File: config.mk
export PLATFORM = sky130hd
export DESIGN_NAME = pfn_feedback
export DESIGN_NICKNAME = d
export VERILOG_FILES = /design/src/pfn_pkg.sv /design/src/pfn_feedback.sv
export SDC_FILE = /design/constraint.sdc
export NUM_CORES = 1
export LEC_CHECK = 0
export ABC_AREA = 0
export BUFFER_PORTS_ARGS = -buffer_cell sky130_fd_sc_hd__buf_2
export CAP_MARGIN = 20
export CELL_PAD_IN_SITES_DETAIL_PLACEMENT = 0
export CELL_PAD_IN_SITES_GLOBAL_PLACEMENT = 1
export CORE_AREA = 2 2 188 190
export CTS_CLUSTER_SIZE = 30
export DETAILED_ROUTE_END_ITERATION = 6
export DIE_AREA = 0 0 190 192
export GPL_ROUTABILITY_DRIVEN = 0
export PLACE_DENSITY_LB_ADDON = 0.3
export RECOVER_POWER = 50
export SLEW_MARGIN = 25
export SYNTH_ARGS = -nofsm -noshare
export SYNTH_HDL_FRONTEND = slang
export SYNTH_SLANG_ARGS = --single-unit
File: constraint.sdc
create_clock -name clock_i -period 1.9 [get_ports clock_i]
set_input_delay 0.095 -clock clock_i [delete_from_list [all_inputs] [get_ports clock_i]]
set_output_delay 0.095 -clock clock_i [all_outputs]
set_load 0.01 [all_outputs]
File: src/pfn_pkg.sv
// constants for the performance feedback notification register bank
`default_nettype none
package pfn_pkg;
  // ****************************************************************
  // register select codes on the register access port
  // ****************************************************************
  localparam logic [1:0] SEL_FEEDBACK_STATUS = 2'h0;
  localparam logic [1:0] SEL_THERMAL_STATUS = 2'h1;
  localparam logic [1:0] SEL_PRODUCTIVE_COUNT = 2'h2;
  localparam logic [1:0] SEL_IRQ_ENABLE = 2'h3;

  // ****************************************************************
  // field positions
  // ****************************************************************
  localparam int FLOOR_CHANGE_BIT = 0;
  localparam int BELOW_FLOOR_BIT = 2;
  localparam int CUR_LIMIT_STATUS_BIT = 12;
  localparam int CUR_LIMIT_LOG_BIT = 13;
  localparam int XDOM_STATUS_BIT = 14;
  localparam int XDOM_LOG_BIT = 15;
  localparam int EN_FLOOR_CHANGE_BIT = 0;
  localparam int EN_BELOW_FLOOR_BIT = 1;

  // ****************************************************************
  // widths and reset values
  // ****************************************************************
  localparam int DATA_W = 64;
  localparam int LEVEL_W = 8;
  localparam int TIMER_W = 32;
  localparam logic [DATA_W-1:0] ZERO_WORD = 64'h0;
  localparam logic [LEVEL_W-1:0] LEVEL_RESET = 8'h00;
  localparam logic [DATA_W-1:0] COUNT_RESET = 64'h0;

  // ****************************************************************
  // timing
  // ****************************************************************
  localparam int unsigned CLOCK_HZ = 20_000_000;
  localparam int unsigned REPORT_GAP_S = 1;
  localparam int unsigned REPORT_GAP_CYCLES = REPORT_GAP_S * CLOCK_HZ;
  // a dip shorter than this is a normal one, e.g. after idle exit
  localparam int unsigned DIP_FILTER_US = 2000;
  localparam int unsigned DIP_FILTER_CYCLES =
    DIP_FILTER_US * (CLOCK_HZ / 1_000_000);
endpackage
`default_nettype wire

File: src/pfn_feedback.sv
// performance feedback status, log, counter and notification logic
`default_nettype none

module pfn_feedback #(
  parameter int unsigned REPORT_GAP_CYCLES = pfn_pkg::REPORT_GAP_CYCLES,
  parameter int unsigned DIP_FILTER_CYCLES = pfn_pkg::DIP_FILTER_CYCLES
) (
  input wire logic clock_i, // 20 MHz core clock
  input wire logic rst_n_i, // synchronous reset, active low
  input wire logic reg_wr_i, // register write strobe
  input wire logic reg_rd_i, // register read strobe
  input wire logic [1:0] reg_sel_i, // register select
  input wire logic [63:0] reg_wdata_i, // write data
  input wire logic [7:0] sustain_level_i, // sustainable level reported
  input wire logic [7:0] floor_level_i, // requested minimum level
  input wire logic [7:0] run_level_i, // level actually delivered
  input wire logic actual_tick_i, // actual-cycle counter advances
  input wire logic productive_i, // this cycle counts as productive
  input wire logic cur_limit_i, // current limit being exceeded
  input wire logic xdom_limit_i, // other domain is limiting
  output logic [63:0] reg_rdata_o, // read data
  output logic reg_rvalid_o, // read data valid pulse
  output logic thermal_irq_o // thermal vector request pulse
);
  // ****************************************************************
  // helpers
  // ****************************************************************
  // write-zero-to-clear with set winning over the clear
  function automatic logic w0c(input logic flag, input logic set_ev,
                               input logic wr, input logic wbit);
    w0c = set_ev | (flag & ~(wr & ~wbit));
  endfunction

  function automatic logic [31:0] dec_sat(input logic [31:0] v);
    dec_sat = (v == 32'h0) ? 32'h0 : v - 32'h1;
  endfunction

  // ****************************************************************
  // state
  // ****************************************************************
  logic floor_change_flag;
  logic below_floor_flag;
  logic cur_limit_status;
  logic cur_limit_log;
  logic xdom_status;
  logic xdom_log;
  logic [7:0] reported_level;
  logic [31:0] floor_gap_timer;
  logic [31:0] below_gap_timer;
  logic [31:0] dip_timer;
  logic [63:0] productive_cycle_count;
  logic en_floor_change;
  logic en_below_floor;
  logic [63:0] rdata;
  logic rvalid;
  logic irq;

  logic next_floor_change_flag;
  logic next_below_floor_flag;
  logic next_cur_limit_status;
  logic next_cur_limit_log;
  logic next_xdom_status;
  logic next_xdom_log;
  logic [7:0] next_reported_level;
  logic [31:0] next_floor_gap_timer;
  logic [31:0] next_below_gap_timer;
  logic [31:0] next_dip_timer;
  logic [63:0] next_productive_cycle_count;
  logic next_en_floor_change;
  logic next_en_below_floor;
  logic [63:0] next_rdata;
  logic next_rvalid;
  logic next_irq;

  logic wr_status;
  logic wr_thermal;
  logic wr_enable;
  logic floor_set;
  logic below_set;
  logic sustained_dip;

  assign wr_status = reg_wr_i && reg_sel_i == pfn_pkg::SEL_FEEDBACK_STATUS;
  assign wr_thermal = reg_wr_i && reg_sel_i == pfn_pkg::SEL_THERMAL_STATUS;
  assign wr_enable = reg_wr_i && reg_sel_i == pfn_pkg::SEL_IRQ_ENABLE;

  // ****************************************************************
  // event detection
  // ****************************************************************
  always_comb begin
    next_dip_timer = dip_timer;
    next_floor_gap_timer = dec_sat(floor_gap_timer);
    next_below_gap_timer = dec_sat(below_gap_timer);
    next_reported_level = reported_level;
    // the dip timer saturates, so a floor that stays above the
    // delivered level re-reports once the hold-off has ended and the flag is cleared
    // dip must outlast filter
    if (run_level_i < floor_level_i) begin
      if (dip_timer < DIP_FILTER_CYCLES) begin
        next_dip_timer = dip_timer + 32'h1;
      end
    end else begin
      next_dip_timer = 32'h0;
    end
    sustained_dip = (dip_timer >= DIP_FILTER_CYCLES);
    // a level that moves and returns inside the hold-off is never
    // reported: only the latest level is compared
    // set only from clear state
    floor_set = (sustain_level_i != reported_level) && !floor_change_flag
      && (floor_gap_timer == 32'h0);
    // a floor above sustainable keeps dipping
    below_set = sustained_dip && !below_floor_flag
      && (below_gap_timer == 32'h0);
    if (floor_set) begin
      next_reported_level = sustain_level_i;
      next_floor_gap_timer = REPORT_GAP_CYCLES;
    end
    if (below_set) begin
      next_below_gap_timer = REPORT_GAP_CYCLES;
    end
  end

  always_ff @(posedge clock_i) begin
    if (!rst_n_i) begin
      dip_timer <= 32'h0;
      floor_gap_timer <= 32'h0;
      below_gap_timer <= 32'h0;
      reported_level <= pfn_pkg::LEVEL_RESET;
    end else begin
      dip_timer <= next_dip_timer;
      floor_gap_timer <= next_floor_gap_timer;
      below_gap_timer <= next_below_gap_timer;
      reported_level <= next_reported_level;
    end
  end

  // ****************************************************************
  // status and log bits
  // ****************************************************************
  always_comb begin
    next_floor_change_flag = w0c(floor_change_flag, floor_set, wr_status,
      reg_wdata_i[pfn_pkg::FLOOR_CHANGE_BIT]);
    next_below_floor_flag = w0c(below_floor_flag, below_set, wr_status,
      reg_wdata_i[pfn_pkg::BELOW_FLOOR_BIT]);
    next_cur_limit_status = cur_limit_i;
    next_cur_limit_log = w0c(cur_limit_log, cur_limit_i, wr_thermal,
      reg_wdata_i[pfn_pkg::CUR_LIMIT_LOG_BIT]);
    next_xdom_status = xdom_limit_i;
    next_xdom_log = w0c(xdom_log, xdom_limit_i, wr_thermal,
      reg_wdata_i[pfn_pkg::XDOM_LOG_BIT]);
  end

  always_ff @(posedge clock_i) begin
    if (!rst_n_i) begin
      floor_change_flag <= 1'b0;
      below_floor_flag <= 1'b0;
      cur_limit_status <= 1'b0;
      cur_limit_log <= 1'b0;
      xdom_status <= 1'b0;
      xdom_log <= 1'b0;
    end else begin
      floor_change_flag <= next_floor_change_flag;
      below_floor_flag <= next_below_floor_flag;
      cur_limit_status <= next_cur_limit_status;
      cur_limit_log <= next_cur_limit_log;
      xdom_status <= next_xdom_status;
      xdom_log <= next_xdom_log;
    end
  end

  // ****************************************************************
  // productive cycle counter
  // ****************************************************************
  always_comb begin
    next_productive_cycle_count = productive_cycle_count;
    // gated by actual-cycle tick
    // wraps at the top; software only works with deltas
    // no dependence on control enable
    if (actual_tick_i && productive_i) begin
      next_productive_cycle_count = productive_cycle_count + 64'h1;
    end
  end

  always_ff @(posedge clock_i) begin
    if (!rst_n_i) begin
      productive_cycle_count <= pfn_pkg::COUNT_RESET;
    end else begin
      productive_cycle_count <= next_productive_cycle_count;
    end
  end

  // ****************************************************************
  // interrupt enables and notification
  // ****************************************************************
  always_comb begin
    next_en_floor_change = en_floor_change;
    next_en_below_floor = en_below_floor;
    if (wr_enable) begin
      next_en_floor_change = reg_wdata_i[pfn_pkg::EN_FLOOR_CHANGE_BIT];
      next_en_below_floor = reg_wdata_i[pfn_pkg::EN_BELOW_FLOOR_BIT];
    end
    // enabling late does not replay a flag that is already set
    // request on flag rise
    next_irq = (floor_set && en_floor_change)
      || (below_set && en_below_floor);
  end

  always_ff @(posedge clock_i) begin
    if (!rst_n_i) begin
      en_floor_change <= 1'b0;
      en_below_floor <= 1'b0;
      irq <= 1'b0;
    end else begin
      en_floor_change <= next_en_floor_change;
      en_below_floor <= next_en_below_floor;
      irq <= next_irq;
    end
  end

  // ****************************************************************
  // read path
  // ****************************************************************
  // reads show state before any write in the same cycle
  always_comb begin
    next_rdata = pfn_pkg::ZERO_WORD;
    next_rvalid = reg_rd_i;
    if (reg_rd_i) begin
      case (reg_sel_i)
        pfn_pkg::SEL_FEEDBACK_STATUS: begin
          next_rdata[pfn_pkg::FLOOR_CHANGE_BIT] = floor_change_flag;
          next_rdata[pfn_pkg::BELOW_FLOOR_BIT] = below_floor_flag;
        end
        pfn_pkg::SEL_THERMAL_STATUS: begin
          next_rdata[pfn_pkg::CUR_LIMIT_STATUS_BIT] = cur_limit_status;
          next_rdata[pfn_pkg::CUR_LIMIT_LOG_BIT] = cur_limit_log;
          next_rdata[pfn_pkg::XDOM_STATUS_BIT] = xdom_status;
          next_rdata[pfn_pkg::XDOM_LOG_BIT] = xdom_log;
        end
        pfn_pkg::SEL_PRODUCTIVE_COUNT: begin
          next_rdata = productive_cycle_count;
        end
        pfn_pkg::SEL_IRQ_ENABLE: begin
          next_rdata[pfn_pkg::EN_FLOOR_CHANGE_BIT] = en_floor_change;
          next_rdata[pfn_pkg::EN_BELOW_FLOOR_BIT] = en_below_floor;
        end
        default: begin
          next_rdata = pfn_pkg::ZERO_WORD;
        end
      endcase
    end
  end

  always_ff @(posedge clock_i) begin
    if (!rst_n_i) begin
      rdata <= pfn_pkg::ZERO_WORD;
      rvalid <= 1'b0;
    end else begin
      rdata <= next_rdata;
      rvalid <= next_rvalid;
    end
  end

  assign reg_rdata_o = rdata;
  assign reg_rvalid_o = rvalid;
  assign thermal_irq_o = irq;
endmodule
`default_nettype wire

; ---- Yosys cells after proc, flatten, opt, wreduce, memory -nomap -nowiden
; Cells that the tools add are included.
[classes]
order_cmp = 3
addsub = 4
n_reduce_logical = 21
bitwise_logic = 21
mux = 8
n_eq_ne = 4
[ops]
columns = op, count
row1 = $mux W25, 4
row2 = $add A64 B1 Y64 const B, 1
row3 = $logic_not A32 Y1, 2
row4 = $sub A32 B1 Y32 const B, 2
row5 = $add A32 B1 Y32 const B, 1
row6 = $ge A32 B16 Y1 const B, 1
row7 = $lt A32 B16 Y1 const B, 1
row8 = $logic_and A1 B1 Y1, 10
row9 = $not A1 Y1, 9
row10 = $and A1 B1 Y1, 8
row11 = $lt A8 B8 Y1, 1
row12 = $ne A8 B8 Y1, 1
row13 = $pmux W4 S2, 1
row14 = $reduce_or A3 Y1, 2
row15 = $eq A2 B2 Y1 const B, 2
row16 = $or A1 B1 Y1, 4
row17 = $pmux W1 S2, 2
row18 = $reduce_and A2 Y1, 2
row19 = $pmux W1 S3, 1
row20 = $reduce_and A3 Y1, 1
row21 = $eq A2 B1 Y1 const B, 1
row22 = $logic_not A1 Y1, 2
row23 = $logic_not A2 Y1, 1
row24 = $logic_or A1 B1 Y1, 1
[totals]
output_inout_bits = 66
wordCells = 80
regBits = 242
inputBits = 98

; ---- Longest topological paths before layout
[logic_depth]
word_depth = 6
depth_mapped = 8
depth_no_buf = 7

; ---- Worst setup path before layout
; Ideal clock, no wire load.
[synth_path]
path_kind = reg2reg
from = register below_gap_timer[27]
to = register below_gap_timer[10]
setup_ns = 0.128
t_arrival_ns = 1.995
required_ns = 1.772
period_less_slack_ns = 2.123
slack_ns = -0.223
path_stages_with_launch = 7
n_path_buf = 1
cell_sequence = dfxtp_1 -> or4_4 -> or4_1 -> nor4_4 -> or2b_4 -> buf_6 -> o21ai_0
[synth_via]
elab_chain_cells = 3
elab_cells_between_ends = 4
cone_classes = mux (2) / reduce/logical (2)
[synth_rtl]
columns = item, line_no
row1 = "start, declared", pfn_feedback.sv:49  ; logic [31:0] below_gap_timer;
row2 = "start signal, assigned", pfn_feedback.sv:131  ; below_gap_timer <= next_below_gap_timer;
row3 = $logic_not A32 Y1 (*), "pfn_feedback.sv:35, pfn_feedback.sv:112"
row4 = $mux W25 / $logic_and A1 B1 Y1 (equally long branches), "pfn_feedback.sv:35, pfn_feedback.sv:112"
row5 = $mux W25 (*), pfn_feedback.sv:117  ; if (below_set) begin
; Every way passes the cells marked *; elsewhere a longest branch is shown, timed or not.
; A chain may end at the register's enable or synchronous reset.

; ---- Worst setup path after layout
[layout_path]
from = register below_gap_timer[27]
to = register below_gap_timer[26]
[layout_via]
elab_chain_cells = 3
[layout_rtl]
columns = item, line_no
row1 = $logic_not A32 Y1 (*), "pfn_feedback.sv:35, pfn_feedback.sv:112"
row2 = $logic_and A1 B1 Y1, pfn_feedback.sv:112  ; && (below_gap_timer == 32'h0);
row3 = $reduce_or A3 Y1 (no source line) (*), --
; Marked as above.

==> impl_metrics.toml <==
[timing]
slew_viol_final = 75
setup_tns_ns = -11.19
slew_headroom_pct = -24.40
holdWs_ns = -0.04756
fmax_mhz = 465.0
hold_violations = 1
rsz0062_at_grt = "true"
min_period_over_period_pct = 113.2
setup_ws_ns = -0.2507
setup_violations = 95
min_period_ns = 2.151
fin_skew_ns = 0.01187
worst_pin_slew_ns = 1.866

[status]
status = "finished with violations"
failed_checks = "hold timing, capacitance limit, slew limit, setup timing"

[yosys]
async_flop_share_pct = 0
ys_types = 52
syn_inst = 1074
synth_nets = 1191
yosys-top-cells-area = "dfxtp_1 49%, and2_1 4.9%, xor2_1 4.5%, nor2_1 4.3%, xnor2_1 3.9%"
synth_edf_count = 0
syn_area_mm2 = 0.009841
yosys_warnings = 0
synth-main-ff-cell = "dfxtp_1"
avgSynthCellArea_um2 = 9.163
synth_top_area_share_pct = 49.23
yosys.area.top_type = "dfxtp_1"
synth_seq_cells = 242
yosysSeqAreaShare_pct = 49.23

[detailed_routing]
vias = 8678
vias_per_cell = 4.638
drt-wirelength-per-cell_um = 14.17
first_pass_iters = 4
drt-initial-drc-count = 318
wirelength_um = 26510
ant_nets = 0
drc_errors = 0

[clock_tree]
root_buffer = "clkbuf_16"
clk_pin_slew_worst_paths_ns = 0.06
worstSkewPairLatency_ns = 0.54
clockBufferDepth = 3
cts_tree = "built"
numCtsBuffers = 28
htreeDepth = 1
clock-sinks = 242

[pwr]
pwr-share-seq_pct = 31.2
ir_drop_mv = 0.9861
p_leak_nw = 5.554
power.internal_mw = 13.05
clkPwrFrac_pct = 27.9
swShare_pct = 34.02
powerDensity_mw_per_mm2 = 1369
p_sw_mw = 6.730
p_total_mw = 19.78
power_frac_comb_pct = 40.9

[layout]
nets = 1507
fin_area_mm2 = 0.01445
register_area_mm2 = 0.004868
stdcell_count = 1871
final_util_pct = 42.15
drive_gt1_share_pct = 30.90
syn2layout_area_growth_pct = 46.87
multiInputGateArea_mm2 = 0.005540
fillers = 3410

[global_routing]
grtUsageMet3_pct = 2.649
gr-total-overflow = 0
grt_start_max_net_pins = 75
grt_util_met1_pct = 19.19
met2_usage_pct = 22.95
antenna_found_initial = 4
busiest_layer = "met2"
grt_pass1_wl_um = 42600
grtUsageTotal_pct = 14.22
grt_pass1_vias = 8503

[placement]
dp.final_hpwl_um = 17200
placed_cells = 1747
dp_slack_ns = -0.2661
dpl_cell_area_mm2 = 0.01203
io_buffers = 104

[critical_path]
worst_setup_path_start_kind = "flip-flop"
cp.arrival_ns = 2.57
r2r_setup_slack_ns = -0.25
endpoint_kind = "flip-flop"
worstPathRequired_ns = 2.32
path_class = "flip-flop to flip-flop"
path_max_fanout = 20

[floorplanning]
dieArea_mm2 = 0.03648
dieWidth_um = 190
fp.dieH_um = 192
coreArea_mm2 = 0.03429
initial_utilization_pct = 28.70
io_pins = 164
rows = 68

[hold_path]
hold_path_class = "input pin to flip-flop"

[job]
drv_cap = 1
[cells by family after synthesis]
group,Yosys count,synth area share (%)
AO/OA/AOI/OAI,160,9.625
buffers and inverters,73,3.128
flip-flops,242,49.23
adder cells (fa/ha/maj),19,2.416
XOR/XNOR,95,8.455
AND/OR/NAND/NOR,482,26.84
multiplexers,3,0.3052
[metal layers]
layer  vias up  wire length [um]
li1       4413                 -
met3        35              1043
met4         0               595
met5         -                 0
met1      4117             12740
met2       113             12130
[flip-flops by register name, indices dropped and copies added, names as in the netlist, 8 cells and up]
register	flops
floor_gap_timer	32
dip_timer	32
below_gap_timer	32
reg_rdata_o	64
productive_cycle_count	64
reported_level	8
[synth_stat cells (4+ instances only)]
cell type / n
xnor2_1: 44
or3_1: 38
buf_6: 4
nor2_1: 114
ha_1: 19
nand2_1: 49
and2_1: 77
a22oi_1: 6
nor3_1: 23
and3_1: 9
xor2_1: 51
or4_1: 22
nor4_1: 34
o31ai_1: 17
o21a_1: 6
dfxtp_1: 242
a21oi_1: 62
inv_1: 30
clkbuf_1: 34
o2bb2ai_1: 8
o21ai_0: 48
and4_1: 4
nand3_1: 55
nand4_1: 31
[layout make-up]
cell class                      instances  area share, %
Timing Repair Buffer                  326          16.50
Tap cell                              455          3.939
Sequential cell                       242          33.69
Clock inverter                         10         0.9263
Inverter                               30         0.7792
Antenna cell                            5        0.08657
Multi-Input combinational cell        762          38.33
Clock buffer                           41          5.748
[final timing paths]
check	startpoint	endpoint	depth (start not counted)
worst max register to register	below_gap_timer[27]	below_gap_timer[26]	6
worst min-delay path	reg_wr_i	en_floor_change	4
worst max-delay path	below_gap_timer[27]	below_gap_timer[26]	6
worst min register to register	reported_level[4]	reported_level[4]	2
[power by group through the flow]
stage / registers [mW] / clock network (mW) / logic, mW
6_report: 6.17 / 5.52 / 8.09
3_3_place_gp: 6.22 / 0 / 6.05
3_5_place_dp: 6.22 / 0 / 6.04
2_1_floorplan: 6.25 / 0 / 3.82
5_1_grt: 6.25 / 5.94 / 8.80
4_1_cts: 6.14 / 5.73 / 7.23
[placed cells by master, fill, tap and decap left out, drive strengths merged, types with 3 or more instances in the layout]
master | synthesis | routed
dfxtp | 242 | 242
buf | 9 | 226
nor2 | 115 | 116
clkbuf | 34 | 114
and2 | 77 | 77
a21oi | 62 | 62
nand3 | 55 | 55
xor2 | 51 | 51
o21ai | 50 | 50
nand2 | 49 | 49
xnor2 | 44 | 44
or3 | 38 | 38
nor4 | 38 | 38
nand4 | 31 | 31
inv | 30 | 30
dlygate4sd3 | 0 | 27
or4 | 24 | 24
nor3 | 23 | 23
ha | 19 | 19
o31ai | 18 | 18
and3 | 9 | 9
o2bb2ai | 8 | 8
a22oi | 6 | 6
o21a | 6 | 6
diode | 0 | 5
clkinv | 0 | 5
and4 | 4 | 4
nand2b | 4 | 4
nand4b | 3 | 4
or2 | 3 | 3
mux2i | 3 | 3
bufinv | 0 | 3
a21o | 2 | 3
nor4b | 3 | 3
[repair_timing]
item | 4_1_cts | 5_1_grt
gates resized for setup | 89 | 143
endpoints found under the hold margin | 22 | 0
pin swaps | 50 | 75
setup endpoints to repair | 107 | 123
buffers inserted | 22 | 15
gates cloned | 7 | 4
hold buffers | 28 | 0
[critical path, stage by stage, from the launching register on]
cell	delay (ns)
dfxtp_1	0.31
or4_4	0.53
or4_4	0.46
nor4_4	0.30
or2b_4	0.22
buf_12	0.16
nor2_1	0.06
(Power assumes the default switching activity.)
